<file path="src/scu_map.svh">
// Purpose: Offsets, field positions and counts of the system unit
// Assumes: Included by the system unit design files
// Notes: Definitions only
`ifndef SCU_MAP_SVH
`define SCU_MAP_SVH
// Control register numbers
`define SCU_CR_INDEX 5'h00
`define SCU_CR_RANDOM 5'h01
`define SCU_CR_ENTRY_LO 5'h02
`define SCU_CR_ENTRY_HI 5'h0A
`define SCU_CR_STATUS 5'h0C
`define SCU_CR_EPC 5'h0E
`define SCU_CR_ERR_EPC 5'h1E
// Status and index field positions
`define SCU_ST_ERL 2
`define SCU_ST_EXL 1
`define SCU_IDX_MISS 31
// Reset values and counts
`define SCU_STATUS_RST 32'h00000000
`define SCU_FLUSH_CYCLES 256
`define SCU_TLB_DEPTH 32
`endif

</file>
<file path="src/scu_pkg.sv">
// Purpose: Types shared by the system unit design files
// Assumes: Nothing
// Notes: All state structs are packed
package scu_pkg;

    typedef enum logic [4:0] {
        OP_NONE, OP_COPROC, OP_BC_T, OP_BC_TL, OP_BC_F, OP_BC_FL,
        OP_MTC, OP_MFC, OP_TRANSLATION_READ_INDEXED, OP_TRANSLATION_WRITE_INDEXED, OP_TRANSLATION_WRITE_RANDOM, OP_TRANSLATION_PROBE,
        OP_EXCEPTION_RETURN_OP, OP_RFE, OP_WAIT, OP_FLI, OP_FLD, OP_FLID, OP_WB
    } scu_op_t;

    typedef enum logic [2:0] {
        PH_IDLE, PH_READ, PH_PROBE, PH_FLUSH, PH_WAIT
    } scu_phase_t;

    typedef struct packed {
        scu_op_t op;
        logic [1:0] cop_sel;
        logic [4:0] rd;
        logic [15:0] offset;
        logic [24:0] cofun;
        logic [31:0] slot_pc;
        logic [31:0] rt_data;
        logic [31:0] base_data;
    } scu_instr_t;

    typedef struct packed {
        logic taken;
        logic squash;
        logic [31:0] target;
    } scu_redirect_t;

    typedef struct packed {
        logic busy;
        logic [15:0] cnt;
    } scu_timer_st_t;

    typedef struct packed {
        scu_phase_t phase;
        logic [1:0] int_sync;
        logic [1:0] nmi_sync;
        logic [31:0] index;
        logic [31:0] random;
        logic [31:0] entry_hi;
        logic [31:0] entry_lo;
        logic [31:0] status;
        logic [31:0] exception_return_pc;
        logic [31:0] err_epc;
        logic [7:0] scan;
        logic cmp_vld;
        logic [7:0] cmp_addr;
        logic stall;
        scu_redirect_t redirect;
        logic pc_load;
        logic [31:0] pc_value;
        logic cop_fwd;
        logic [1:0] cop_sel;
        logic [24:0] cop_fun;
        logic gpr_we;
        logic [31:0] gpr_data;
        logic resv_exc;
        logic icache_inv;
        logic dcache_inv;
        logic wb_req;
        logic [31:0] wb_addr;
    } scu_top_st_t;

endpackage

</file>
<file path="src/scu_tlb_mem.sv">
// Purpose: Translation entry storage with registered read data
// Assumes: One write port and one read port on one clock
// Notes: Read data appear one cycle after the address
module scu_tlb_mem
    import scu_pkg::*;
#(
    parameter int DEPTH = 32,
    parameter int AW = 5,
    parameter int W = 64
) (
    input wire logic i_clk,
    input wire logic i_rst,
    input wire logic i_we,
    input wire logic [AW-1:0] i_waddr,
    input wire logic [W-1:0] i_wdata,
    input wire logic [AW-1:0] i_raddr,
    output logic [W-1:0] o_rdata
);
    logic [W-1:0] mem [DEPTH];

    always_ff @(posedge i_clk) begin
        if (i_we) begin
            mem[i_waddr] <= i_wdata;
        end
    end

    always_ff @(posedge i_clk or posedge i_rst) begin
        if (i_rst) begin
            o_rdata <= '0;
        end else begin
            o_rdata <= mem[i_raddr];
        end
    end
endmodule // scu_tlb_mem

</file>
<file path="src/scu_stall_timer.sv">
// Purpose: Fixed-length stall counter for cache flushes
// Assumes: Start is a one-cycle pulse while idle
// Notes: Busy stands for CYCLES cycles after the start
module scu_stall_timer
    import scu_pkg::*;
#(
    parameter int CYCLES = 256
) (
    input wire logic i_clk,
    input wire logic i_rst,
    input wire logic i_start,
    output logic o_busy,
    output logic o_done
);
    localparam logic [15:0] LAST = 16'(CYCLES - 1);
    scu_timer_st_t st_r;
    scu_timer_st_t st_nxt;

    always_comb begin
        st_nxt = st_r;
        if (i_start) begin
            st_nxt.busy = 1'b1;
            st_nxt.cnt = '0;
        end else if (st_r.busy) begin
            if (st_r.cnt == LAST) begin
                st_nxt.busy = 1'b0;
            end else begin
                st_nxt.cnt = st_r.cnt + 16'h0001;
            end
        end
    end

    always_ff @(posedge i_clk or posedge i_rst) begin
        if (i_rst) begin
            st_r <= '0;
        end else begin
            st_r <= st_nxt;
        end
    end

    assign o_busy = st_r.busy;
    assign o_done = st_r.busy && (st_r.cnt == LAST);
endmodule // scu_stall_timer

</file>
<file path="src/scu_sysctl_unit.sv">
// Purpose: Coprocessor, translation, return, wait and cache instructions
// Assumes: Pipeline holds its request while o_stall is high
// Notes: All outputs come from the state register
`include "scu_map.svh"

////////////////////////////////////////////////////////////////////////
// How it works
// - Coprocessor operation forwarded, processor state untouched
// - Branch on coprocessor condition true or false
// - Target is delay-slot address plus shifted offset
// - Branch takes effect after one delay slot
// - Likely branch not taken squashes delay slot
// - Move general register into control register
// - Move control register into general register
// - Indexed read fills entry high and low
// - Indexed write stores entry high and low
// - Random write stores at random register entry
// - Probe loads index, sets top bit on miss
// - Newer return picks error or normal PC
// - Older restore shifts status mode bit stack
// - Wrong return form raises reserved exception
// - Wait stalls until interrupt, nmi or reset
// - Flushes invalidate caches, stall 256 cycles
// - Writeback line at base plus offset
module scu_sysctl_unit
    import scu_pkg::*;
#(
    parameter int TLB_DEPTH = `SCU_TLB_DEPTH,
    parameter int FLUSH_CYCLES = `SCU_FLUSH_CYCLES
) (
    input wire logic i_clk,
    input wire logic i_rst,
    input wire logic i_valid,
    input wire scu_instr_t i_instr,
    input wire logic [3:0] i_cop_cond,
    input wire logic i_compat_mode,
    input wire logic i_hw_int,
    input wire logic i_nmi,
    output logic o_stall,
    output scu_redirect_t o_redirect,
    output logic o_pc_load,
    output logic [31:0] o_pc_value,
    output logic o_cop_fwd,
    output logic [1:0] o_cop_sel,
    output logic [24:0] o_cop_fun,
    output logic o_gpr_we,
    output logic [31:0] o_gpr_data,
    output logic o_resv_exc,
    output logic o_icache_inv,
    output logic o_dcache_inv,
    output logic o_wb_req,
    output logic [31:0] o_wb_addr,
    output logic [31:0] o_status
);
    localparam int AW = $clog2(TLB_DEPTH);
    localparam logic [7:0] SCAN_LAST = 8'(TLB_DEPTH - 1);
    localparam logic [31:0] RAND_TOP = 32'(TLB_DEPTH - 1);

    ////////////////////////////////////////////////////////////////////
    // Helpers

    function automatic logic [31:0] branch_disp(input logic [15:0] off);
        branch_disp = {{14{off[15]}}, off, 2'b00};
    endfunction

    function automatic logic [31:0] sext16(input logic [15:0] off);
        sext16 = {{16{off[15]}}, off};
    endfunction

    function automatic logic [31:0] ctl_read(input scu_top_st_t s,
                                             input logic [4:0] sel);
        case (sel)
            `SCU_CR_INDEX: ctl_read = s.index;
            `SCU_CR_RANDOM: ctl_read = s.random;
            `SCU_CR_ENTRY_LO: ctl_read = s.entry_lo;
            `SCU_CR_ENTRY_HI: ctl_read = s.entry_hi;
            `SCU_CR_STATUS: ctl_read = s.status;
            `SCU_CR_EPC: ctl_read = s.exception_return_pc;
            `SCU_CR_ERR_EPC: ctl_read = s.err_epc;
            default: ctl_read = 32'h00000000;
        endcase
    endfunction

    ////////////////////////////////////////////////////////////////////
    // State and submodules

    scu_top_st_t st_r;
    scu_top_st_t st_nxt;
    logic acc;
    logic cond_now;
    logic tlb_we;
    logic [AW-1:0] tlb_waddr;
    logic [AW-1:0] tlb_raddr;
    logic [63:0] tlb_rdata;
    logic flush_start;
    logic flush_done;

    assign acc = i_valid && (st_r.phase == PH_IDLE);
    assign cond_now = i_cop_cond[i_instr.cop_sel];

    scu_tlb_mem #(
        .DEPTH(TLB_DEPTH),
        .AW(AW),
        .W(64)
    ) u_tlb (
        .i_clk(i_clk),
        .i_rst(i_rst),
        .i_we(tlb_we),
        .i_waddr(tlb_waddr),
        .i_wdata({st_r.entry_hi, st_r.entry_lo}),
        .i_raddr(tlb_raddr),
        .o_rdata(tlb_rdata)
    );

    scu_stall_timer #(
        .CYCLES(FLUSH_CYCLES)
    ) u_flush_timer (
        .i_clk(i_clk),
        .i_rst(i_rst),
        .i_start(flush_start),
        .o_busy(),
        .o_done(flush_done)
    );

    ////////////////////////////////////////////////////////////////////
    // Translation memory control

    always_comb begin
        tlb_we = acc && (i_instr.op == OP_TRANSLATION_WRITE_INDEXED || i_instr.op == OP_TRANSLATION_WRITE_RANDOM);
        if (i_instr.op == OP_TRANSLATION_WRITE_RANDOM) begin
            tlb_waddr = st_r.random[AW-1:0];
        end else begin
            tlb_waddr = st_r.index[AW-1:0];
        end
        if (st_r.phase == PH_PROBE) begin
            tlb_raddr = st_r.scan[AW-1:0];
        end else begin
            tlb_raddr = st_r.index[AW-1:0];
        end
        flush_start = acc && (i_instr.op == OP_FLI ||
            i_instr.op == OP_FLD || i_instr.op == OP_FLID);
    end

    ////////////////////////////////////////////////////////////////////
    // Next state

    always_comb begin
        st_nxt = st_r;
        st_nxt.int_sync = {st_r.int_sync[0], i_hw_int};
        st_nxt.nmi_sync = {st_r.nmi_sync[0], i_nmi};
        st_nxt.redirect.taken = 1'b0;
        st_nxt.redirect.squash = 1'b0;
        st_nxt.pc_load = 1'b0;
        st_nxt.cop_fwd = 1'b0;
        st_nxt.gpr_we = 1'b0;
        st_nxt.resv_exc = 1'b0;
        st_nxt.icache_inv = 1'b0;
        st_nxt.dcache_inv = 1'b0;
        st_nxt.wb_req = 1'b0;
        st_nxt.cmp_vld = 1'b0;
        if (st_r.random == 32'h00000000) begin
            st_nxt.random = RAND_TOP;
        end else begin
            st_nxt.random = st_r.random - 32'h00000001;
        end
        case (st_r.phase)
            PH_IDLE: begin
                if (acc) begin
                    case (i_instr.op)
                        OP_COPROC: begin
                            st_nxt.cop_fwd = 1'b1;
                            st_nxt.cop_sel = i_instr.cop_sel;
                            st_nxt.cop_fun = i_instr.cofun;
                        end
                        OP_BC_T, OP_BC_TL, OP_BC_F, OP_BC_FL: begin
                            st_nxt.redirect.target = i_instr.slot_pc +
                                branch_disp(i_instr.offset);
                            if ((i_instr.op == OP_BC_T ||
                                 i_instr.op == OP_BC_TL) == cond_now) begin
                                st_nxt.redirect.taken = 1'b1;
                            end else if (i_instr.op == OP_BC_TL ||
                                         i_instr.op == OP_BC_FL) begin
                                st_nxt.redirect.squash = 1'b1;
                            end
                        end
                        OP_MTC: begin
                            case (i_instr.rd)
                                `SCU_CR_INDEX: st_nxt.index = i_instr.rt_data;
                                `SCU_CR_ENTRY_LO:
                                    st_nxt.entry_lo = i_instr.rt_data;
                                `SCU_CR_ENTRY_HI:
                                    st_nxt.entry_hi = i_instr.rt_data;
                                `SCU_CR_STATUS:
                                    st_nxt.status = i_instr.rt_data;
                                `SCU_CR_EPC: st_nxt.exception_return_pc = i_instr.rt_data;
                                `SCU_CR_ERR_EPC:
                                    st_nxt.err_epc = i_instr.rt_data;
                                default: ;
                            endcase
                        end
                        OP_MFC: begin
                            st_nxt.gpr_we = 1'b1;
                            st_nxt.gpr_data = ctl_read(st_r, i_instr.rd);
                        end
                        OP_TRANSLATION_READ_INDEXED: st_nxt.phase = PH_READ;
                        OP_TRANSLATION_PROBE: begin
                            st_nxt.phase = PH_PROBE;
                            st_nxt.scan = 8'h00;
                        end
                        OP_EXCEPTION_RETURN_OP: begin
                            if (i_compat_mode) begin
                                st_nxt.resv_exc = 1'b1;
                            end else if (st_r.status[`SCU_ST_ERL]) begin
                                st_nxt.pc_load = 1'b1;
                                st_nxt.pc_value = st_r.err_epc;
                                st_nxt.status[`SCU_ST_ERL] = 1'b0;
                            end else begin
                                st_nxt.pc_load = 1'b1;
                                st_nxt.pc_value = st_r.exception_return_pc;
                                st_nxt.status[`SCU_ST_EXL] = 1'b0;
                            end
                        end
                        OP_RFE: begin
                            if (!i_compat_mode) begin
                                st_nxt.resv_exc = 1'b1;
                            end else begin
                                st_nxt.status[3:0] =
                                    st_r.status[5:2];
                            end
                        end
                        OP_WAIT: st_nxt.phase = PH_WAIT;
                        OP_FLI, OP_FLD, OP_FLID: begin
                            st_nxt.phase = PH_FLUSH;
                            st_nxt.icache_inv = (i_instr.op != OP_FLD);
                            st_nxt.dcache_inv = (i_instr.op != OP_FLI);
                        end
                        OP_WB: begin
                            st_nxt.wb_req = 1'b1;
                            st_nxt.wb_addr = i_instr.base_data +
                                sext16(i_instr.offset);
                        end
                        default: ;
                    endcase
                end
            end
            PH_READ: begin
                st_nxt.entry_hi = tlb_rdata[63:32];
                st_nxt.entry_lo = tlb_rdata[31:0];
                st_nxt.phase = PH_IDLE;
            end
            PH_PROBE: begin
                st_nxt.cmp_vld = 1'b1;
                st_nxt.cmp_addr = st_r.scan;
                st_nxt.scan = st_r.scan + 8'h01;
                if (st_r.cmp_vld && tlb_rdata ==
                    {st_r.entry_hi, st_r.entry_lo}) begin
                    st_nxt.index = {24'h000000, st_r.cmp_addr};
                    st_nxt.phase = PH_IDLE;
                    st_nxt.cmp_vld = 1'b0;
                end else if (st_r.cmp_vld &&
                             st_r.cmp_addr == SCAN_LAST) begin
                    st_nxt.index[`SCU_IDX_MISS] = 1'b1;
                    st_nxt.phase = PH_IDLE;
                    st_nxt.cmp_vld = 1'b0;
                end
            end
            PH_FLUSH: begin
                if (flush_done) begin
                    st_nxt.phase = PH_IDLE;
                end
            end
            PH_WAIT: begin
                if (st_r.int_sync[1] || st_r.nmi_sync[1]) begin
                    st_nxt.phase = PH_IDLE;
                end
            end
            default: st_nxt.phase = PH_IDLE;
        endcase
        st_nxt.stall = (st_nxt.phase != PH_IDLE);
    end

    always_ff @(posedge i_clk or posedge i_rst) begin
        if (i_rst) begin
            st_r <= '0;
            st_r.status <= `SCU_STATUS_RST;
        end else begin
            st_r <= st_nxt;
        end
    end

    ////////////////////////////////////////////////////////////////////
    // Outputs

    assign o_stall = st_r.stall;
    assign o_redirect = st_r.redirect;
    assign o_pc_load = st_r.pc_load;
    assign o_pc_value = st_r.pc_value;
    assign o_cop_fwd = st_r.cop_fwd;
    assign o_cop_sel = st_r.cop_sel;
    assign o_cop_fun = st_r.cop_fun;
    assign o_gpr_we = st_r.gpr_we;
    assign o_gpr_data = st_r.gpr_data;
    assign o_resv_exc = st_r.resv_exc;
    assign o_icache_inv = st_r.icache_inv;
    assign o_dcache_inv = st_r.dcache_inv;
    assign o_wb_req = st_r.wb_req;
    assign o_wb_addr = st_r.wb_addr;
    assign o_status = st_r.status;
endmodule // scu_sysctl_unit

</file>
<file path="config.mk">
export PLATFORM = sky130hd
export DESIGN_NAME = scu_sysctl_unit
export DESIGN_NICKNAME = d
export VERILOG_FILES = /design/src/scu_pkg.sv /design/src/scu_tlb_mem.sv /design/src/scu_stall_timer.sv /design/src/scu_sysctl_unit.sv
export VERILOG_INCLUDE_DIRS = /design/src /design/src/src
export SDC_FILE = /design/constraint.sdc
export NUM_CORES = 2
export LEC_CHECK = 0
export CAP_MARGIN = 5
export CORE_UTILIZATION = 55
export DETAILED_ROUTE_END_ITERATION = 8
export DONT_BUFFER_PORTS = 1
export GPL_TIMING_DRIVEN = 0
export PLACE_DENSITY_LB_ADDON = 0.05
export SLEW_MARGIN = 20
export SYNTH_ARGS = -nofsm -noshare
export SYNTH_HDL_FRONTEND = slang
export SYNTH_SLANG_ARGS = --single-unit
</file>
<file path="constraint.sdc">
create_clock -name i_clk -period 21.7 [get_ports i_clk]
set_input_delay 2.17 -clock i_clk [delete_from_list [all_inputs] [get_ports i_clk]]
set_output_delay 2.17 -clock i_clk [all_outputs]
set_load 0.005 [all_outputs]
</file>
# [Yosys cells after proc, flatten, opt, wreduce, memory -nomap -nowiden]
# Memory sizes are Yosys's and may differ from the RTL's. A register that Yosys moved wholly into a read port is not among the register bits.
# Index checks and enable logic that the tools add are counted.
[word_totals] n_memories=1 output_inout_bits=197 wordCells=192 mem_bits_rw=2048 reg_bits=430
[memory_table] name="u_tlb.mem" depth=32 word_bits=64 rd=1 rd_ports_with_merged_regs=1 write_ports=1 line_no="scu_tlb_mem.sv:19" source="logic [W-1:0] mem [DEPTH];"
[op_classes] order_cmp=1 addsub=5 n_eq_ne=47 n_reduce_logical=40 n_bitwise=1 n_mux=62
[op_table] op="$mux 164" count=2
[op_table] op="$mux 32" count=10
[op_table] op="$pmux 32 s7" count=1
[op_table] op="$mux 168" count=1
[op_table] op="$mux 33" count=4
[op_table] op="$pmux 64 s2" count=1
[op_table] op="$mux 92" count=1
[op_table] op="$add 32x32->32" count=2
[op_table] op="$eq 64x64->1" count=1
[op_table] op="$mux 64" count=1
[op_table] op="$pmux 32 s2" count=1
[op_table] op="$eq 5x4->1 const B" count=11
[op_table] op="$mux 17" count=2
[op_table] op="$mux 34" count=1
[op_table] op="$logic_not 32->1" count=1
[op_table] op="$sub 32x1->32 const B" count=1
[op_table] op="$mux 31" count=1
[op_table] op="$mux 28" count=1
[op_table] op="$pmux 3 s4" count=2
[op_table] op="$reduce_and 4->1" count=6
[op_table] op="$eq 5x3->1 const B" count=4
[op_table] op="$eq 5x5->1 const B" count=4
[op_table] op="$add 16x1->16 const B" count=1
[op_table] op="$eq 16x8->1 const B" count=1
[op_table] op="40 further kinds" count=95

# [Depth between registers and ports, before layout]
[depth] word_depth=7 ltp_mapped=13

# [Hierarchy]
# A second synthesis with hierarchy kept.
[hier_totals] cells_unflattened=5594 hier_area_um2=103326.6
[modules_own_cells] module="scu_tlb_mem" n_inst=1 cells_each=3110 area_per_inst_um2=79251.0
[modules_own_cells] module="scu_sysctl_unit" n_inst=1 cells_each=2389 area_per_inst_um2=23162.2
[modules_own_cells] module="scu_stall_timer" n_inst=1 cells_each=95 area_per_inst_um2=913.4

# [Worst setup path before layout]
# Ideal clock, no wire load.
[synth_path] kind="input to register" start="input port i_instr[147] in the netlist's numbering" end="memory u_tlb.mem[16][0] (enable)" path_stages=6 t_arrival_ps=6217 setup_time_ps=487 path_slack_ps=14996 n_path_buf=1 path_cell_list="clkbuf_1 -> nor3b_1 -> nand2_1 -> mux2i_1 -> nand3_1 -> nor2_1"
[synth_between] elab_chain_len=5 word_cells_on_any_way=7 cone_classes="eq/ne (2); mux (3); reduce/logical (2)"
[synth_rtl] item="start, declared" line_no="scu_sysctl_unit.sv:34" source="input wire scu_instr_t i_instr,"
[synth_rtl] item="$eq 5x4->1 (on tied branches)" line_no="scu_sysctl_unit.sv:129, scu_sysctl_unit.sv:130"
[synth_rtl] item="$logic_or 1x1->1" line_no="scu_sysctl_unit.sv:129" source="tlb_we = acc && (i_instr.op == OP_TRANSLATION_WRITE_INDEXED || i_instr.op == OP_TRANSLATION_WRITE_RANDOM);"
[synth_rtl] item="$logic_and 1x1->1" line_no="scu_sysctl_unit.sv:129"
[synth_rtl] item="$mux 1" line_no="scu_tlb_mem.sv:22" source="if (i_we) begin"
[synth_rtl] item="$mux 1 (not written as such)" line_no="scu_tlb_mem.sv:23" source="mem[i_waddr] <= i_wdata;"
[synth_rtl] item="end, declared" line_no="scu_tlb_mem.sv:19"
# Parallel ways exist; a longest one is shown, timed or not.

# [Worst setup path in the final report]
[layout_path] start="register st_r[410] in the netlist's numbering" end="register u_tlb.o_rdata[42] (read register of u_tlb.mem)"
[layout_between] elab_chain_len=2
[layout_rtl] item="start, declared" line_no="scu_sysctl_unit.sv:87" source="scu_top_st_t st_r;"
[layout_rtl] item="start signal, assigned" line_no="scu_sysctl_unit.sv:287" source="st_r <= st_nxt;"
[layout_rtl] item="$eq 3x2->1" line_no="scu_sysctl_unit.sv:135" source="if (st_r.phase == PH_PROBE) begin"
[layout_rtl] item="$mux 5" line_no="scu_sysctl_unit.sv:135"
[layout_rtl] item="end, declared" line_no="scu_tlb_mem.sv:17" source="output logic [W-1:0] o_rdata"
# Every way passes these cells.
# A chain may end at the register's enable or synchronous reset.

==> results.json <==
{
  "start_util": 0.553,
  "hold_path.class": "reg2reg",
  "drt-initial-drc-count": 6950,
  "fmax_mhz": 184,
  "post_synth_num_cell_types": 79,
  "drc": 0,
  "routed-via-count": 58688,
  "cts_tree": "yes",
  "utilization": 0.634,
  "grt_util_all_layers": 0.301,
  "antenna_found_initial": 14,
  "num-nets-final": 6912,
  "cp_cell_sequence": "clkbuf_1 > nor2_1 > nand2_1 > mux2i_1 > clkbuf_1 > clkbuf_2 > buf_2 > mux4_2 > nand2_1 > nand3_1 > nand2_1 > o21ai_0",
  "cts-hold-fix-buffers": 0,
  "tns_ns": 0,
  "ios": 356,
  "finalCritPeriodShare": 0.250,
  "hpwlAfterDp_um": 203000,
  "synth.cells.most_frequent": "2,048 x sky130_fd_sc_hd__edfxtp_1, 854 x sky130_fd_sc_hd__nand2_1, 513 x sky130_fd_sc_hd__mux4_2",
  "design.die.area_mm2": 0.190,
  "biggest_area_contributors_in_the_synthesized_netlist": "sky130_fd_sc_hd__edfxtp_1 59%, sky130_fd_sc_hd__dfrtp_1 12%, sky130_fd_sc_hd__mux4_2 11%",
  "clock_latency_ns": 0.93,
  "total_switching_power_uw": 5680,
  "report.final.slew_viol_count": 0,
  "largest_fanout_on_the_critical_path": 11,
  "cts_num_sinks": 2542,
  "count_of_flip_flops_with_a_built_in_enable_after_synthesis": 2048,
  "top_usage_layer": "met2",
  "pin_count_of_the_biggest_net_entering_global_routing": 98,
  "standby_leakage_power_uw": 0.0425,
  "clock_share_of_power": 0.274,
  "place_ws_ns": 15.87,
  "die_h_um": 436,
  "unrepaired_setup_endpoints_after_global_routing": "no",
  "synth.avg_cell_area_um2": 16.6,
  "viasPerCell": 6.25,
  "post_layout_nonfiller_instances": 9388,
  "worst_pin_slew_ns": 1.14,
  "first_global_vias": 57471,
  "postRouteWirelength_um": 287000,
  "cts_root_buf": "sky130_fd_sc_hd__clkbuf_16",
  "period_needed_ns": 5.42,
  "cp_top_family": "buffers and inverters",
  "port_buffer_count": 0,
  "post-synth-top-count-cell": "sky130_fd_sc_hd__edfxtp_1",
  "clock_path_buffers": 4,
  "placement_rows": 159,
  "grtUsageMet1": 0.432,
  "netlist_instances": 6263,
  "most_repeated_library_cell_on_the_critical_path": "sky130_fd_sc_hd__nand2_1",
  "pwr_density_cell_mw_per_mm2": 138,
  "yosys.area.top_type_share": 0.592,
  "routedWlPerCell_um": 30.6,
  "area_growth_syn_to_layout_pct": 14.6,
  "layout-drive-gt1-share": 0.221,
  "setup_viol_count_final": 0,
  "critPathCaptureType": "flip-flop",
  "finish.instance_area_mm2": 0.119,
  "max-slew-margin-rel": 0.233,
  "worst_ep_arrival_time_ns": 6.11,
  "grt_remaining_overflow": 0,
  "drtAntennaViolNets": 0,
  "tritoncts.num_buffers": 283,
  "timing.critical_path.required_ns": 22.38,
  "grt_use_met3": 0.0567,
  "synth_seq_cells": 2542,
  "post_dp_cell_area_mm2": 0.110,
  "cap_violations": 0,
  "critical_path_buf_inv_count": 4,
  "dominantRegCellSynth": "sky130_fd_sc_hd__edfxtp_1",
  "peakVddDrop_uv": 95.7,
  "combined_area_of_all_synthesized_cells_mm2": 0.104,
  "post_cts_resized": 0,
  "fill_cell_count": 13386,
  "combinationalPowerShare": 0.314,
  "drt-pass1-iter-count": 6,
  "synth_nets": 6487,
  "hold_violations": 0,
  "power.share.sequential": 0.412,
  "clkSlewWorstSetupHoldPaths_ns": 0.05,
  "worst-setup-path-type": "reg2reg",
  "crit_path_start_kind": "flip-flop",
  "coreArea_mm2": 0.188,
  "grt_pass1_wl_um": 411000,
  "place_congestion": 0.928,
  "worst_slack_ns": 16.28,
  "seq_area_frac_synth": 0.712,
  "placed_cells": 8898,
  "yosysWarnings": 0,
  "clock-skew-final_ns": 0.0486,
  "synth_area_leader_cell": "sky130_fd_sc_hd__edfxtp_1",
  "timing.critical_path.slowest_cell_delay_ns": 0.91,
  "status": "finished clean",
  "cts_htree_levels": 5,
  "intPower_uw": 10700,
  "grt_util_met2": 0.471,
  "dieWidth_um": 436,
  "switching_share": 0.347,
  "cts_setup_buffers": 0,
  "synthArstFlopShare": 0.194,
  "timing.critical_path.slowest_stage_cell": "sky130_fd_sc_hd__o21ai_0"
}
==> state kept, by name (all words and copies together) (netlist names) <==
| signal | count |
|---|---|
| o_pc_load | 1 |
| o_wb_addr | 32 |
| o_status | 32 |
| o_resv_exc | 1 |
| o_stall | 1 |
| o_redirect | 34 |
| u_flush_timer.st_r | 16 |
| o_cop_sel | 2 |
| o_gpr_we | 1 |
| o_cop_fwd | 1 |
| st_r | 214 |
| u_flush_timer.o_busy | 1 |
| o_gpr_data | 32 |
| o_icache_inv | 1 |
| u_tlb.o_rdata | 64 |
| o_cop_fun | 25 |
| o_dcache_inv | 1 |
| o_wb_req | 1 |
| u_tlb.mem | 2048 |
| st_nxt | 2 |
| o_pc_value | 32 |
==> power by group through the flow <==
stage                     Sequential, µW  Combinational (µW)  Clock (µW)
final                               6750                5130        4480
after global routing                6780                5480        4720
after CTS                           6730                5190        4550
after detailed placement            6830                5170           0
after global placement              6860                4940           0
after floorplan                     6460                3260           0
==> routing by layer <==
layer	part of all wire	wire, µm	vias up
met5	0.00013	37	-
met3	0.088	25400	478
met1	0.41	116000	30603
met2	0.47	136000	2718
met4	0.033	9500	6
li1	-	-	24883
==> cell type report <==
type	instances	area [µm²]	area share
flip-flops and latches	2542	73900	0.622
multi-input cells	3151	27300	0.229
clock buffers	385	7780	0.0655
well taps	2495	3120	0.0263
repair buffers	140	3070	0.0258
plain buffers	522	2770	0.0233
clock inverters	95	732	0.00616
inverters	48	188	0.00158
diodes	10	25.0	0.000210
==> through the flow <==
step           power, µW  hold slack, ns
6_report           16400           0.345
5_1_grt            17000           0.359
4_1_cts            16500           0.348
3_5_place_dp       12000           0.336
3_3_place_gp       11800           0.338
2_1_floorplan       9720           0.331
==> layout by cell type (no fill, tap or decap), drive strengths merged, types with 63 or more instances in the layout <==
| master | instances |
|---|---|
| edfxtp | 2048 |
| nand2 | 855 |
| clkbuf | 627 |
| mux4 | 513 |
| dfrtp | 494 |
| buf | 420 |
| nand3 | 338 |
| o21ai | 261 |
| nor2 | 224 |
| mux2 | 121 |
| mux2i | 111 |
| clkinv | 78 |
| xor2 | 75 |
| a21oi | 66 |
| xnor2 | 65 |
| a221o | 64 |
| ha | 63 |
==> kinds of logic (layout without fill, tap and decap cells) <==
family                     after synthesis  in the layout  share of synthesized area
and+or+nand+nor                       1589           1589                     0.0665
other                                    0             10                          0
xor gates and xnor gates               140            140                     0.0118
adders and majority gates               65             65                    0.00798
DFF                                   2542           2542                      0.712
buffers and inverters                  570           1190                     0.0282
AOI/OAI and AO/OA                      612            612                     0.0388
muxes                                  745            745                      0.135
==> worst paths after layout <==
| kind | from | endpoint | slack, ns | cells after the start |
|---|---|---|---|---|
| max | st_r[410] | u_tlb.o_rdata[42] | 16.28 | 12 |
| min | st_nxt[409] | st_r[409] | 0.35 | 0 |
| max reg2reg | st_r[410] | u_tlb.o_rdata[42] | 16.28 | 12 |
| min reg2reg | st_nxt[409] | st_r[409] | 0.35 | 0 |
| max in group asynchronous | i_rst | st_r[172] | 19.24 | 3 |
| min in group asynchronous | i_rst | o_redirect[31] | 1.19 | 1 |
Power figures use the tool's default switching activity.
